**src/wpds_fifo.sv**
```systemverilog
// Shared constants and types for the waveform playback block, plus its input FIFO
`timescale 1ns/100ps
`default_nettype none

package wpds_pkg;
	localparam int SAMPLE_W = 16;
	localparam int MARKERS = 4;
	localparam int BITSEL_W = 4;
	localparam int AW = 6;
	localparam int SAW = 4;
	localparam int CNT_W = 8;
	localparam int FIFO_DEPTH = 16;
	// Start latency, in Sample clock periods; clk is the Sample clock
	localparam int START_LAT_PERIODS = 44;
	localparam int START_LAT_CYC = START_LAT_PERIODS * 1;
	localparam logic [SAW-1:0] PC_RESET = 4'h0;

	typedef enum logic [2:0] {
		WPDS_OP_END = 3'h0,
		WPDS_OP_GEN = 3'h1,
		WPDS_OP_LOOP = 3'h2,
		WPDS_OP_ENDLOOP = 3'h3,
		WPDS_OP_WAIT = 3'h4
	} wpds_op_t;

	typedef enum logic [2:0] {
		WPDS_S_IDLE = 3'h0,
		WPDS_S_LAT = 3'h1,
		WPDS_S_FETCH = 3'h2,
		WPDS_S_PLAY = 3'h3,
		WPDS_S_WAIT = 3'h4
	} wpds_state_t;

	typedef struct packed {
		wpds_op_t op;
		logic [AW-1:0] addr;
		logic [AW-1:0] len_m1;
		logic [CNT_W-1:0] count;
		logic mark_en;
		logic [AW-1:0] mark_pos;
	} wpds_instr_t;

	typedef struct packed {
		logic [BITSEL_W-1:0] bit_sel;
		logic invert;
		logic enable;
	} wpds_dm_cfg_t;

	typedef struct packed {
		logic len_bad;
		logic overwrite;
		logic underrun;
	} wpds_err_t;
endpackage

module wpds_fifo #(
	parameter int WIDTH = 16,
	parameter int DEPTH = 16
) (
	input wire logic clk,
	input wire logic resetn,
	input wire logic in_valid,
	output logic in_ready,
	input wire logic [WIDTH-1:0] in_data,
	output logic out_valid,
	input wire logic out_ready,
	output logic [WIDTH-1:0] out_data
);
	localparam int PW = $clog2(DEPTH);

	logic [WIDTH-1:0] store [DEPTH];
	logic [PW-1:0] head;
	logic [PW-1:0] tail;
	logic [PW:0] fill;
	logic push;
	logic pop;

	assign in_ready = (fill != DEPTH[PW:0]);
	assign out_valid = (fill != '0);
	assign out_data = store[head];
	assign push = in_valid && in_ready;
	assign pop = out_valid && out_ready;

	always_ff @(posedge clk) begin
		if (push) begin
			store[tail] <= in_data;
		end
	end

	always_ff @(posedge clk) begin
		if (!resetn) begin
			head <= '0;
			tail <= '0;
			fill <= '0;
		end else begin
			if (push) begin
				tail <= (tail == PW'(DEPTH - 1)) ? '0 : tail + 1'b1;
			end
			if (pop) begin
				head <= (head == PW'(DEPTH - 1)) ? '0 : head + 1'b1;
			end
			fill <= fill + {{PW{1'b0}}, push} - {{PW{1'b0}}, pop};
		end
	end
endmodule

`default_nettype wire

```
**src/wpds_top.sv**
```systemverilog
// Waveform playback: data markers, script sequencer and streaming buffer
`timescale 1ns/100ps
`default_nettype none

module wpds_top #(
	parameter int AW = wpds_pkg::AW,
	parameter int FIFO_DEPTH = wpds_pkg::FIFO_DEPTH
) (
	input wire logic clk,
	input wire logic resetn,
	input wire logic stream_mode,
	input wire logic start_trigger,
	input wire logic stop,
	input wire logic sequence_trigger_zero,
	input wire logic script_wr,
	input wire logic [wpds_pkg::SAW-1:0] script_wr_addr,
	input wire wpds_pkg::wpds_instr_t script_wr_instr,
	input wire logic wr_restart,
	input wire logic wr_valid,
	output logic wr_ready,
	input wire logic [wpds_pkg::SAMPLE_W-1:0] wr_data,
	input wire logic [AW:0] buf_words,
	input wire logic [AW:0] block_words,
	input wire wpds_pkg::wpds_dm_cfg_t dm_cfg [wpds_pkg::MARKERS],
	input wire logic err_clear,
	output logic [wpds_pkg::SAMPLE_W-1:0] sample_out,
	output logic sample_valid,
	output logic [wpds_pkg::MARKERS-1:0] data_marker,
	output logic script_marker,
	output logic busy,
	output logic done,
	output logic [AW:0] space_avail,
	output wpds_pkg::wpds_err_t errors
);
	localparam int SW = wpds_pkg::SAMPLE_W;
	localparam int DEPTH = 2 ** AW;

	logic [SW-1:0] mem [DEPTH];
	wpds_pkg::wpds_instr_t script [2 ** wpds_pkg::SAW];
	wpds_pkg::wpds_state_t state;
	wpds_pkg::wpds_instr_t cur;
	logic [2:0] start_sync;
	logic [1:0] trig_sync;
	logic start_edge;
	logic [6:0] lat_cnt;
	logic [wpds_pkg::SAW-1:0] pc;
	logic [wpds_pkg::SAW-1:0] loop_pc;
	logic [wpds_pkg::CNT_W-1:0] loop_cnt;
	logic [wpds_pkg::CNT_W-1:0] reps;
	logic [AW-1:0] rd_ptr;
	logic [AW-1:0] offset;
	logic [AW-1:0] wr_ptr;
	logic [AW:0] level;
	logic [SW-1:0] fifo_data;
	logic fifo_valid;
	logic fifo_ready;
	logic wr_fire;
	logic play_fire;
	logic len_bad;
	logic wave_end;
	logic buf_full;
	logic [SW-1:0] word;

	// Block size checked against the reserved buffer; a zero block is never legal
	assign len_bad = (block_words == '0) || ((buf_words % block_words) != '0);
	assign buf_full = stream_mode && (level >= buf_words);
	assign fifo_ready = !buf_full;
	assign wr_fire = fifo_valid && fifo_ready;
	assign play_fire = (state == wpds_pkg::WPDS_S_PLAY) && (!stream_mode || level != '0);
	assign wave_end = (offset == cur.len_m1);
	assign start_edge = start_sync[1] && !start_sync[2];
	assign word = mem[rd_ptr];
	assign space_avail = buf_full ? '0 : buf_words - level;

	wpds_fifo #(
		.WIDTH(SW),
		.DEPTH(FIFO_DEPTH)
	) u_fifo (
		.clk(clk),
		.resetn(resetn),
		.in_valid(wr_valid),
		.in_ready(wr_ready),
		.in_data(wr_data),
		.out_valid(fifo_valid),
		.out_ready(fifo_ready),
		.out_data(fifo_data)
	);

	// Both trigger pins pass two flops, stop is used unsynchronised; the third stage only feeds edge detection
	always_ff @(posedge clk) begin
		if (!resetn) begin
			start_sync <= '0;
			trig_sync <= '0;
		end else begin
			start_sync <= {start_sync[1:0], start_trigger};
			trig_sync <= {trig_sync[0], sequence_trigger_zero};
		end
	end

	always_ff @(posedge clk) begin
		if (script_wr) begin
			script[script_wr_addr] <= script_wr_instr;
		end
		if (wr_fire) begin
			mem[wr_ptr] <= fifo_data;
		end
	end

	// Writes append; in streaming the pointer wraps at the reserved size
	always_ff @(posedge clk) begin
		if (!resetn || wr_restart) begin
			wr_ptr <= '0;
		end else if (wr_fire) begin
			if (stream_mode && ({1'b0, wr_ptr} == buf_words - 1'b1)) begin
				wr_ptr <= '0;
			end else begin
				wr_ptr <= wr_ptr + 1'b1;
			end
		end
	end

	// Unplayed words held in the stream buffer
	always_ff @(posedge clk) begin
		if (!resetn || wr_restart || !stream_mode) begin
			level <= '0;
		end else begin
			level <= level + {{AW{1'b0}}, wr_fire} - {{AW{1'b0}}, play_fire};
		end
	end

	// Errors stay set until cleared; a new event in the clear cycle wins
	always_ff @(posedge clk) begin
		if (!resetn) begin
			errors <= '0;
		end else begin
			if (err_clear) begin
				errors <= '0;
			end
			if (state == wpds_pkg::WPDS_S_PLAY && stream_mode && level == '0) begin
				errors.underrun <= 1'b1;
			end
			if (wr_valid && !wr_ready && buf_full) begin
				errors.overwrite <= 1'b1;
			end
			if (start_edge && state == wpds_pkg::WPDS_S_IDLE && stream_mode && len_bad) begin
				errors.len_bad <= 1'b1;
			end
		end
	end

	// Sequencer
	always_ff @(posedge clk) begin
		if (!resetn) begin
			state <= wpds_pkg::WPDS_S_IDLE;
			lat_cnt <= '0;
			pc <= wpds_pkg::PC_RESET;
			loop_pc <= wpds_pkg::PC_RESET;
			loop_cnt <= '0;
			reps <= '0;
			cur <= '0;
			rd_ptr <= '0;
			offset <= '0;
			done <= 1'b0;
		end else begin
			done <= 1'b0;
			unique case (state)
				wpds_pkg::WPDS_S_IDLE: begin
					pc <= wpds_pkg::PC_RESET;
					rd_ptr <= '0;
					if (start_edge && !(stream_mode && len_bad)) begin
						lat_cnt <= 7'(wpds_pkg::START_LAT_CYC - 1);
						state <= wpds_pkg::WPDS_S_LAT;
					end
				end
				wpds_pkg::WPDS_S_LAT: begin
					// Counting here keeps output behind the trigger by the full latency
					lat_cnt <= lat_cnt - 1'b1;
					if (lat_cnt == '0) begin
						state <= stream_mode ? wpds_pkg::WPDS_S_PLAY : wpds_pkg::WPDS_S_FETCH;
					end
				end
				wpds_pkg::WPDS_S_FETCH: begin
					cur <= script[pc];
					unique case (script[pc].op)
						wpds_pkg::WPDS_OP_GEN: begin
							rd_ptr <= script[pc].addr;
							offset <= '0;
							reps <= (script[pc].count == '0) ? '0 : script[pc].count - 1'b1;
							state <= wpds_pkg::WPDS_S_PLAY;
						end
						wpds_pkg::WPDS_OP_LOOP: begin
							// One loop level only; a nested loop replaces the outer one
							loop_pc <= pc + 1'b1;
							loop_cnt <= (script[pc].count == '0) ? '0 : script[pc].count - 1'b1;
							pc <= pc + 1'b1;
						end
						wpds_pkg::WPDS_OP_ENDLOOP: begin
							if (loop_cnt != '0) begin
								loop_cnt <= loop_cnt - 1'b1;
								pc <= loop_pc;
							end else begin
								pc <= pc + 1'b1;
							end
						end
						wpds_pkg::WPDS_OP_WAIT: begin
							state <= wpds_pkg::WPDS_S_WAIT;
						end
						default: begin
							done <= 1'b1;
							state <= wpds_pkg::WPDS_S_IDLE;
						end
					endcase
				end
				wpds_pkg::WPDS_S_WAIT: begin
					if (trig_sync[1]) begin
						pc <= pc + 1'b1;
						state <= wpds_pkg::WPDS_S_FETCH;
					end
				end
				wpds_pkg::WPDS_S_PLAY: begin
					if (stream_mode) begin
						if (stop) begin
							done <= 1'b1;
							state <= wpds_pkg::WPDS_S_IDLE;
						end else if (play_fire) begin
							if ({1'b0, rd_ptr} == buf_words - 1'b1) begin
								rd_ptr <= '0;
							end else begin
								rd_ptr <= rd_ptr + 1'b1;
							end
						end
					end else if (wave_end) begin
						if (reps != '0) begin
							reps <= reps - 1'b1;
							rd_ptr <= cur.addr;
							offset <= '0;
						end else begin
							pc <= pc + 1'b1;
							state <= wpds_pkg::WPDS_S_FETCH;
						end
					end else begin
						rd_ptr <= rd_ptr + 1'b1;
						offset <= offset + 1'b1;
					end
				end
				default: begin
					state <= wpds_pkg::WPDS_S_IDLE;
				end
			endcase
		end
	end

	assign busy = (state != wpds_pkg::WPDS_S_IDLE);

	// Sample and markers share one register stage so they leave together
	always_ff @(posedge clk) begin
		if (!resetn) begin
			sample_out <= '0;
			sample_valid <= 1'b0;
			script_marker <= 1'b0;
		end else begin
			sample_valid <= play_fire;
			if (play_fire) begin
				sample_out <= word;
			end
			script_marker <= play_fire && !stream_mode && cur.mark_en
				&& (offset == cur.mark_pos);
		end
	end

	for (genvar i = 0; i < wpds_pkg::MARKERS; i++) begin : g_dm
		always_ff @(posedge clk) begin
			if (!resetn) begin
				data_marker[i] <= 1'b0;
			end else if (play_fire) begin
				data_marker[i] <= dm_cfg[i].enable
					&& (word[dm_cfg[i].bit_sel] ^ dm_cfg[i].invert);
			end
		end

		AST_DM_LEVEL: assert property (@(posedge clk) disable iff (!resetn)
			$rose(sample_valid) || ($past(sample_valid) && sample_valid) |->
			data_marker[i] == ($past(dm_cfg[i].enable)
				&& (sample_out[$past(dm_cfg[i].bit_sel)] ^ $past(dm_cfg[i].invert))))
			else $error("data marker level does not follow its sample bit");

		AST_DM_ALIGN: assert property (@(posedge clk) disable iff (!resetn)
			$changed(data_marker[i]) |-> sample_valid)
			else $error("data marker moved without a sample");
	end

	logic [7:0] since_start;

	always_ff @(posedge clk) begin
		if (!resetn) begin
			since_start <= '0;
		end else if (start_edge && state == wpds_pkg::WPDS_S_IDLE) begin
			since_start <= 8'h01;
		end else if (since_start != 8'hff) begin
			since_start <= since_start + 1'b1;
		end
	end

	AST_START_LAT: assert property (@(posedge clk) disable iff (!resetn)
		$rose(sample_valid) |-> since_start >= wpds_pkg::START_LAT_CYC)
		else $error("output began too soon after start");

	AST_WR_CONTIG: assert property (@(posedge clk) disable iff (!resetn)
		wr_fire && !wr_restart && !stream_mode |=> wr_ptr == $past(wr_ptr) + 1'b1)
		else $error("host block not appended");

	AST_CIRC: assert property (@(posedge clk) disable iff (!resetn)
		play_fire && stream_mode && !stop && ({1'b0, rd_ptr} == buf_words - 1'b1)
		|=> rd_ptr == '0)
		else $error("stream buffer did not wrap");

	AST_LEN_REJECT: assert property (@(posedge clk) disable iff (!resetn || err_clear)
		start_edge && state == wpds_pkg::WPDS_S_IDLE && stream_mode && len_bad
		|=> state == wpds_pkg::WPDS_S_IDLE && errors.len_bad)
		else $error("bad block length accepted");

	AST_UNDERRUN: assert property (@(posedge clk) disable iff (!resetn)
		state == wpds_pkg::WPDS_S_PLAY && stream_mode && level == '0 |=> errors.underrun)
		else $error("underrun not flagged");

	AST_WAIT: assert property (@(posedge clk) disable iff (!resetn)
		state == wpds_pkg::WPDS_S_WAIT && !trig_sync[1] |=> state == wpds_pkg::WPDS_S_WAIT)
		else $error("wait left without trigger");

	AST_REPEAT: assert property (@(posedge clk) disable iff (!resetn)
		state == wpds_pkg::WPDS_S_PLAY && !stream_mode && wave_end && reps != '0
		|=> rd_ptr == $past(cur.addr) && reps == $past(reps) - 1'b1)
		else $error("repeat did not restart waveform");

	COV_PLAY: cover property (@(posedge clk) disable iff (!resetn) $rose(sample_valid));
	COV_WRAP: cover property (@(posedge clk) disable iff (!resetn)
		play_fire && stream_mode && rd_ptr == '0 && level != '0);
	COV_LOOP: cover property (@(posedge clk) disable iff (!resetn)
		state == wpds_pkg::WPDS_S_FETCH && script[pc].op == wpds_pkg::WPDS_OP_ENDLOOP
		&& loop_cnt != '0);
endmodule

`default_nettype wire
```
**config.mk**
```make
export PLATFORM = sky130hd
export DESIGN_NAME = wpds_top
export DESIGN_NICKNAME = d
export VERILOG_FILES = /design/src/wpds_fifo.sv /design/src/wpds_top.sv
export SDC_FILE = /design/constraint.sdc
export NUM_CORES = 2
export LEC_CHECK = 0
export ABC_AREA = 0
export BUFFER_PORTS_ARGS = -buffer_cell sky130_fd_sc_hd__buf_2
export CAP_MARGIN = 20
export CORE_ASPECT_RATIO = 0.75
export CORE_MARGIN = 2
export CORE_UTILIZATION = 45
export DETAILED_ROUTE_END_ITERATION = 6
export SLEW_MARGIN = 20
export SYNTH_ARGS = -nofsm -noshare
export SYNTH_HDL_FRONTEND = slang
export SYNTH_SLANG_ARGS = --single-unit
```
**constraint.sdc**
```tcl
create_clock -name clk -period 12.17 [get_ports clk]
set_input_delay 0.6085 -clock clk [delete_from_list [all_inputs] [get_ports clk]]
set_output_delay 0.6085 -clock clk [all_outputs]
set_load 0.05 [all_outputs]
```
Word level (Yosys, flattened, before mapping)
Memories as Yosys holds them, arrays and structs flattened. A register that Yosys moved wholly into a read port is not among the register bits.
Index checks and enable logic that the tools add are counted.
Storage, ports and cells
  register bits: 122
  bits in writable memories: 1760
  input port bits: 98
  output and inout port bits: 35
  word-level logic and storage cells: 225
  memories: 3
Operators by class
  $add $sub $neg: 16
  divide/modulo/power cells: 1
  order comparisons: 5
  eq/ne operators: 33
  multiplexer cells: 72
  bitwise logic cells: 4
  reductions and logical operators: 61
Memories
  mem: words 64, width 16, read ports 1, clocked after memory_dff 1, wr ports 1, RTL line wpds_top.sv:38  | logic [SW-1:0] mem [DEPTH];
  script: words 16, width 30, read ports 1, clocked after memory_dff 1, wr ports 1, RTL line wpds_top.sv:39  | wpds_pkg::wpds_instr_t script [2 ** wpds_pkg::SAW];
  u_fifo.store: words 16, width 16, read ports 1, clocked after memory_dff 1, wr ports 1, RTL line wpds_fifo.sv:71  | logic [WIDTH-1:0] store [DEPTH];
Operators by type and width (count)
  $mux W6: 14
  $mux W8: 6
  $mux W4: 11
  $pmux W8 S2: 2
  $mux W3: 8
  $sub A8 B1 Y8 const B: 3
  $logic_and A1 B1 Y1: 22
  $logic_not A7 Y1: 3
  $lt A4 B5 Y1 const B: 4
  $add A6 B1 Y6 const B: 3
  $pmux W6 S3: 1
  $mux W1: 17
  $bmux W1 S4: 4
  $ne A2 B2 Y1 const B: 8
  $pmux W4 S4: 1
  $reduce_bool A8 Y1: 2
  $ne A3 B3 Y1 const B: 5
  $pmux W3 S5: 1
  $eq A6 B7 Y1: 2
  $mux W7: 2
  $pmux W7 S2: 1
  $reduce_bool A7 Y1: 2
  $sub A7 B1 Y7 const B: 2
  $add A4 B1 Y4 const B: 3
  37 further kinds: 65

Longest topological paths before layout
  word-level depth: 9
  depth in mapped cells: 44
  gate-level depth less buffers: 43

Cells and area by module
A second synthesis with hierarchy kept.
Second synthesis, totals
  cells, all modules: 4149
  area total of the unflattened synthesis: 77256.6 µm²
Modules (own cells, without submodules)
  wpds_top: instances 1, cells each 3647, area each 66638.9 µm²
  wpds_fifo: instances 1, cells each 502, area each 10617.7 µm²

Worst setup path after synthesis
No wires, ideal clock.
  path type: input to register
  start point: input block_words[4]
  end point: register lat_cnt[1]
  arrival: 9.446 ns
  required time: 12.074 ns
  path slack: 2.629 ns
  stages on the path: 42
  buffers on the path: 1
  path through: nor3_1 -> nand3_1 -> nor2_1 -> a21oi_1 -> a21oi_1 -> ha_1 -> nor3_1 -> nand3b_1 -> a21oi_1 -> o22a_1 -> ha_1 -> o21ai_0 -> a21oi_1 -> mux2_2 -> ha_1 -> o21a_1 -> o21a_1 -> o21a_1 -> [6 not listed] -> ha_1 -> nor2b_1 -> o21ai_0 -> a21oi_1 -> o21a_1 -> clkbuf_1 -> nor2_1 -> a21oi_1 -> fa_1 -> a21o_1 -> a21oi_1 -> o21bai_1 -> a21o_1 -> or3b_2 -> a211o_1 -> a21boi_0 -> a31oi_1 -> a221oi_1
Between the ends
  cells in the longest elaborated chain, start to end: 8
  elaborated cells on any way between the ends: 9
  those cells by class: div: 1; eq/ne: 1; reduce/logical: 7
RTL lines
  start: declaration: RTL line wpds_top.sv:23  | input wire logic [AW:0] block_words,
  $mod A7 B7 Y7: RTL line wpds_top.sv:65  | assign len_bad = (block_words == '0) || ((buf_words % block_words) != '0);
  $reduce_bool A7 Y1: RTL line wpds_top.sv:65
  $logic_or A1 B1 Y1 (*): RTL line wpds_top.sv:65
  $logic_and A1 B1 Y1 (*): RTL line wpds_top.sv:170  | if (start_edge && !(stream_mode && len_bad)) begin
  $logic_not A1 Y1 (*): RTL line wpds_top.sv:170
  $logic_and A1 B1 Y1 (*): RTL line wpds_top.sv:170
  $ne A2 B2 Y1 (no source line) (*)
  $reduce_and A2 Y1 (no source line) (*)
  end signal: assignment: RTL line wpds_top.sv:171  | lat_cnt <= 7'(wpds_pkg::START_LAT_CYC - 1);
  end signal: assignment: RTL line wpds_top.sv:177  | lat_cnt <= lat_cnt - 1'b1;
  end: declaration: RTL line wpds_top.sv:45  | logic [6:0] lat_cnt;
Mark *: on every way between the ends. The rest lies on a longest branch, timed or not.
A chain may end at the register's enable or synchronous reset.

Final worst setup path
Same ends and word-level chain as after synthesis.

==> reports/metrics.json <==
{
  "synth-compound-area-share": {"value": 0.0428},
  "detail_route.first_pass.iterations": {"value": 6},
  "yosysWarnings": {"value": 0},
  "finalMaxSlewViolations": {"value": 0},
  "cts_max_path_buffers": {"value": 3},
  "cpMaxStageDelayCell": {"value": "sky130_fd_sc_hd__o31ai_1"},
  "critPathCaptureType": {"value": "flop"},
  "critPathKind": {"value": "in2reg"},
  "clk_transition_reported_paths": {"value": 70, "unit": "ps"},
  "critical_path.max_fanout": {"value": 8},
  "grt_max_degree": {"value": 104},
  "numCtsBuffers": {"value": 176},
  "grt_use_total": {"value": 0.224},
  "post_cts.repair.setup_buffers": {"value": 0},
  "min_period": {"value": 10600, "unit": "ps"},
  "initial_drc_count": {"value": 4858},
  "syn_area_per_cell": {"value": 18.5, "unit": "um^2"},
  "drcViolationCount": {"value": 0},
  "drt-total-wl": {"value": 195, "unit": "mm"},
  "clock_sink_count": {"value": 1896},
  "finalHoldWorstSlack": {"value": 153, "unit": "ps"},
  "hold_path_class": {"value": "in2reg"},
  "synth_enable_flop_cells": {"value": 1760},
  "initial_utilization": {"value": 0.455},
  "final_worst_path_period_share": {"value": 0.871},
  "fraction_of_final_layout_cells_with_drive_strength_greater_than_1": {"value": 0.236},
  "max_freq": {"value": 94.3, "unit": "MHz"},
  "io_pins": {"value": 133},
  "slew_headroom": {"value": 0.196},
  "sequential_share_of_the_synthesized_area": {"value": 0.727},
  "maxCapViolCount": {"value": 0},
  "ys_dominant_reg_cell": {"value": "sky130_fd_sc_hd__edfxtp_1"},
  "worstHoldPathCells": {"value": 4},
  "fin_nets": {"value": 4566},
  "post_route_skew": {"value": 49.4, "unit": "ps"},
  "reg2reg_to": {"value": "data_marker[0]"},
  "wire_length_of_the_first_global_routing_pass": {"value": 281, "unit": "mm"},
  "detailed_place_hpwl": {"value": 119, "unit": "mm"},
  "worst_slew_pin_slew": {"value": 1200, "unit": "ps"},
  "clock-root-buffer": {"value": "sky130_fd_sc_hd__clkbuf_16"},
  "post_synth_instance_area": {"value": 76400, "unit": "um^2"},
  "reg2reg_slack": {"value": 6980, "unit": "ps"},
  "synthCells": {"value": 4125},
  "crit_top_cell": {"value": "sky130_fd_sc_hd__a21oi_1"},
  "synth_net_count": {"value": 4295},
  "finalHoldViolations": {"value": 0},
  "design.die.area": {"value": 173000, "unit": "um^2"},
  "core-area": {"value": 168000, "unit": "um^2"},
  "layout-area-overhead-vs-synth": {"value": 12.9, "unit": "%"},
  "clk-insertion-delay-late": {"value": 830, "unit": "ps"},
  "synthSimpleGateAreaFrac": {"value": 0.0467},
  "clock_tree.htree_level_count": {"value": 4},
  "worstSetupStartpointType": {"value": "input port"},
  "synth_top_family_by_area": {"value": "multiplexers"},
  "tritoncts_clock_tree": {"value": "yes"},
  "cellPowerDensity": {"value": 193, "unit": "nW/um^2"},
  "reg2regPathDepth": {"value": 11},
  "synth_cell_types": {"value": 88},
  "finalSetupViolCount": {"value": 0},
  "status": {"value": "finished clean"},
  "avgRoutedWirePerCell": {"value": 28.7, "unit": "um"},
  "via_count": {"value": 40782},
  "antenna_violations_before_repair": {"value": 12},
  "critPathMaxStageDelay": {"value": 810, "unit": "ps"},
  "die_w": {"value": 480, "unit": "um"},
  "global_route.overflow_total": {"value": 0},
  "data_required_critical_path": {"value": 12870, "unit": "ps"},
  "vdd_ir_drop_max": {"value": 170, "unit": "uV"},
  "core.rowCount": {"value": 130},
  "start_point_of_the_worst_hold_path": {"value": "dm_cfg[7]"},
  "number_of_synthesized_register_bits": {"value": 1896},
  "hold-path-endpoint": {"value": "data_marker[2]"},
  "gp_congestion": {"value": 0.872},
  "route.antenna.remaining_nets": {"value": 0},
  "fp.dieH": {"value": 361, "unit": "um"},
  "asr_flop_ratio_synth": {"value": 0},
  "avgViaCountPerCell": {"value": 6.00},
  "synth-xor-area-share": {"value": 0.00768},
  "power.leakage": {"value": 26.9, "unit": "nW"},
  "synthMuxAreaShare": {"value": 0.147},
  "worstPathArrival": {"value": 11300, "unit": "ps"},
  "fin_setup_tns": {"value": 0, "unit": "ps"},
  "grt_pass1_vias": {"value": 39670},
  "grt_setup_unrepaired": {"value": "no"},
  "portBuffers": {"value": 132},
  "post_synth_fa_ha_maj_area_fraction": {"value": 0.0122}
}
how the worst max path moves through the flow:
stage,start,end,slack (ps)
6_report,block_words[4],lat_cnt[1],1570
5_1_grt,block_words[6],lat_cnt[1],840
4_1_cts,block_words[4],lat_cnt[1],1900
3_5_place_dp,block_words[4],lat_cnt[1],1070
3_3_place_gp,block_words[6],lat_cnt[1],1360
2_1_floorplan,block_words[4],lat_cnt[1],2630
area by class of cell:
cell class | instances | area, um^2
Clock inverter | 104 | 1050
Tap cell | 2244 | 2810
Inverter | 81 | 304
Antenna cell | 5 | 12.5
Timing Repair Buffer | 298 | 1950
Clock buffer | 223 | 4630
Multi-Input combinational cell | 1943 | 20000
Fill cell | 13440 | 81700
Sequential cell | 1896 | 55600
per-layer routing:
| layer | vias to the layer above | GRT usage | part of all wire |
|---|---|---|---|
| met5 | - | 0 | 0.00019 |
| met3 | 232 | 0.0491 | 0.090 |
| met4 | 6 | 0.0495 | 0.018 |
| met1 | 21424 | 0.348 | 0.45 |
| li1 | 17346 | - | - |
| met2 | 1774 | 0.323 | 0.44 |
what timing repair did:
action	CTS	global route
endpoints found under the hold margin	2	0
resized for setup	0	0
hold buffers	2	0
state kept, by name, indices dropped and copies added (netlist names), 5 cells and up, named ones only:
name,flops
mem,1024
script,480
u_fifo.store,256
cur,19
sample_out,16
loop_cnt,8
reps,8
lat_cnt,7
level,7
offset,6
rd_ptr,6
wr_ptr,6
u_fifo.fill,5
cells in the mapped netlist (9+ instances only):
cell	count	area share
sky130_fd_sc_hd__a211oi_1	14	0.0014
sky130_fd_sc_hd__a21o_1	9	0.00088
sky130_fd_sc_hd__a21oi_1	135	0.0088
sky130_fd_sc_hd__a221oi_1	21	0.0024
sky130_fd_sc_hd__a22o_1	11	0.0013
sky130_fd_sc_hd__a22oi_1	83	0.0082
sky130_fd_sc_hd__a31oi_1	10	0.00082
sky130_fd_sc_hd__and2_1	15	0.0012
sky130_fd_sc_hd__and3_1	14	0.0011
sky130_fd_sc_hd__buf_1	25	0.0012
sky130_fd_sc_hd__buf_2	50	0.0033
sky130_fd_sc_hd__buf_4	18	0.0018
sky130_fd_sc_hd__clkbuf_1	107	0.0053
sky130_fd_sc_hd__dfxtp_1	136	0.036
sky130_fd_sc_hd__edfxtp_1	1760	0.69
sky130_fd_sc_hd__ha_1	68	0.011
sky130_fd_sc_hd__inv_1	80	0.0039
sky130_fd_sc_hd__mux2_2	14	0.0021
sky130_fd_sc_hd__mux2i_1	143	0.019
sky130_fd_sc_hd__mux4_1	21	0.0072
sky130_fd_sc_hd__mux4_2	405	0.12
sky130_fd_sc_hd__nand2_1	156	0.0077
sky130_fd_sc_hd__nand2b_1	40	0.0033
sky130_fd_sc_hd__nand3_1	58	0.0038
sky130_fd_sc_hd__nand3b_1	12	0.0012
sky130_fd_sc_hd__nand4_1	22	0.0018
sky130_fd_sc_hd__nor2_1	239	0.012
sky130_fd_sc_hd__nor2b_1	22	0.0018
sky130_fd_sc_hd__nor3_1	54	0.0035
sky130_fd_sc_hd__nor3b_1	9	0.00088
sky130_fd_sc_hd__nor4_1	14	0.0011
sky130_fd_sc_hd__o2111ai_1	13	0.0015
sky130_fd_sc_hd__o211ai_1	12	0.0012
sky130_fd_sc_hd__o21a_1	18	0.0018
sky130_fd_sc_hd__o21ai_0	70	0.0046
sky130_fd_sc_hd__o22ai_1	24	0.0020
sky130_fd_sc_hd__o31ai_1	9	0.00088
sky130_fd_sc_hd__or2_2	15	0.0012
sky130_fd_sc_hd__or3_1	19	0.0016
sky130_fd_sc_hd__or4_1	13	0.0013
sky130_fd_sc_hd__xnor2_1	37	0.0042
sky130_fd_sc_hd__xor2_1	30	0.0034
power by group:
part           leakage, nW  internal (mW)  switching [mW]
combinational         7.20           1.07            2.14
clock                 2.76           3.05            2.42
sequential            17.0           7.88           0.136
total                 26.9           12.0            4.70
layout by cell type (no fill, tap or decap), types with 22 or more instances in the layout:
master,netlist,final
sky130_fd_sc_hd__xnor2_1,37,37
sky130_fd_sc_hd__inv_1,80,80
sky130_fd_sc_hd__mux4_2,405,405
sky130_fd_sc_hd__nand2_1,156,156
sky130_fd_sc_hd__a22oi_1,83,83
sky130_fd_sc_hd__nor2_2,1,32
sky130_fd_sc_hd__nor3_1,54,42
sky130_fd_sc_hd__clkbuf_1,107,44
sky130_fd_sc_hd__buf_4,18,160
sky130_fd_sc_hd__buf_2,50,132
sky130_fd_sc_hd__ha_1,68,68
sky130_fd_sc_hd__o22ai_1,24,24
sky130_fd_sc_hd__nand2b_1,40,40
sky130_fd_sc_hd__edfxtp_1,1760,1760
sky130_fd_sc_hd__nand3_1,58,58
sky130_fd_sc_hd__dfxtp_1,136,126
sky130_fd_sc_hd__clkinv_1,0,43
sky130_fd_sc_hd__clkbuf_16,0,178
sky130_fd_sc_hd__nor2_1,239,192
sky130_fd_sc_hd__nand4_1,22,22
sky130_fd_sc_hd__o21ai_0,70,69
sky130_fd_sc_hd__clkinv_2,0,27
sky130_fd_sc_hd__a21oi_1,135,135
sky130_fd_sc_hd__xor2_1,30,30
sky130_fd_sc_hd__mux2i_1,143,143
stage by stage:
stage               utilization  power (mW)  setup slack, ps  area, um^2  std cells
finish                    0.514        16.7             1570       86300       6794
global route              0.514        17.3              838       86300       6789
CTS                       0.514        16.8             1900       86300       6789
detailed placement        0.480        11.3             1070       80600       6460
global placement          0.479        11.3             1360       80600       6459
floorplan                     -        10.1             2630       76400       4125
cell families (layout without fill, tap and decap cells):
family / after synthesis / after routing
other: 0 / 5
AO/OA/AOI/OAI: 491 / 491
multiplexers: 583 / 583
adder cells (fa/ha/maj): 72 / 72
XOR/XNOR: 67 / 67
flip-flops: 1896 / 1896
AND/OR/NAND/NOR: 730 / 730
buffers and inverters: 286 / 706
worst max-delay path: cells and delay by family:
family	cells	cell delay, ps
fa+ha+maj	6	2130
mux	2	620
simple gates	9	2130
compound gates	25	5700
buf+inv	1	120
Note: power is estimated with default switching activity, not from simulation.
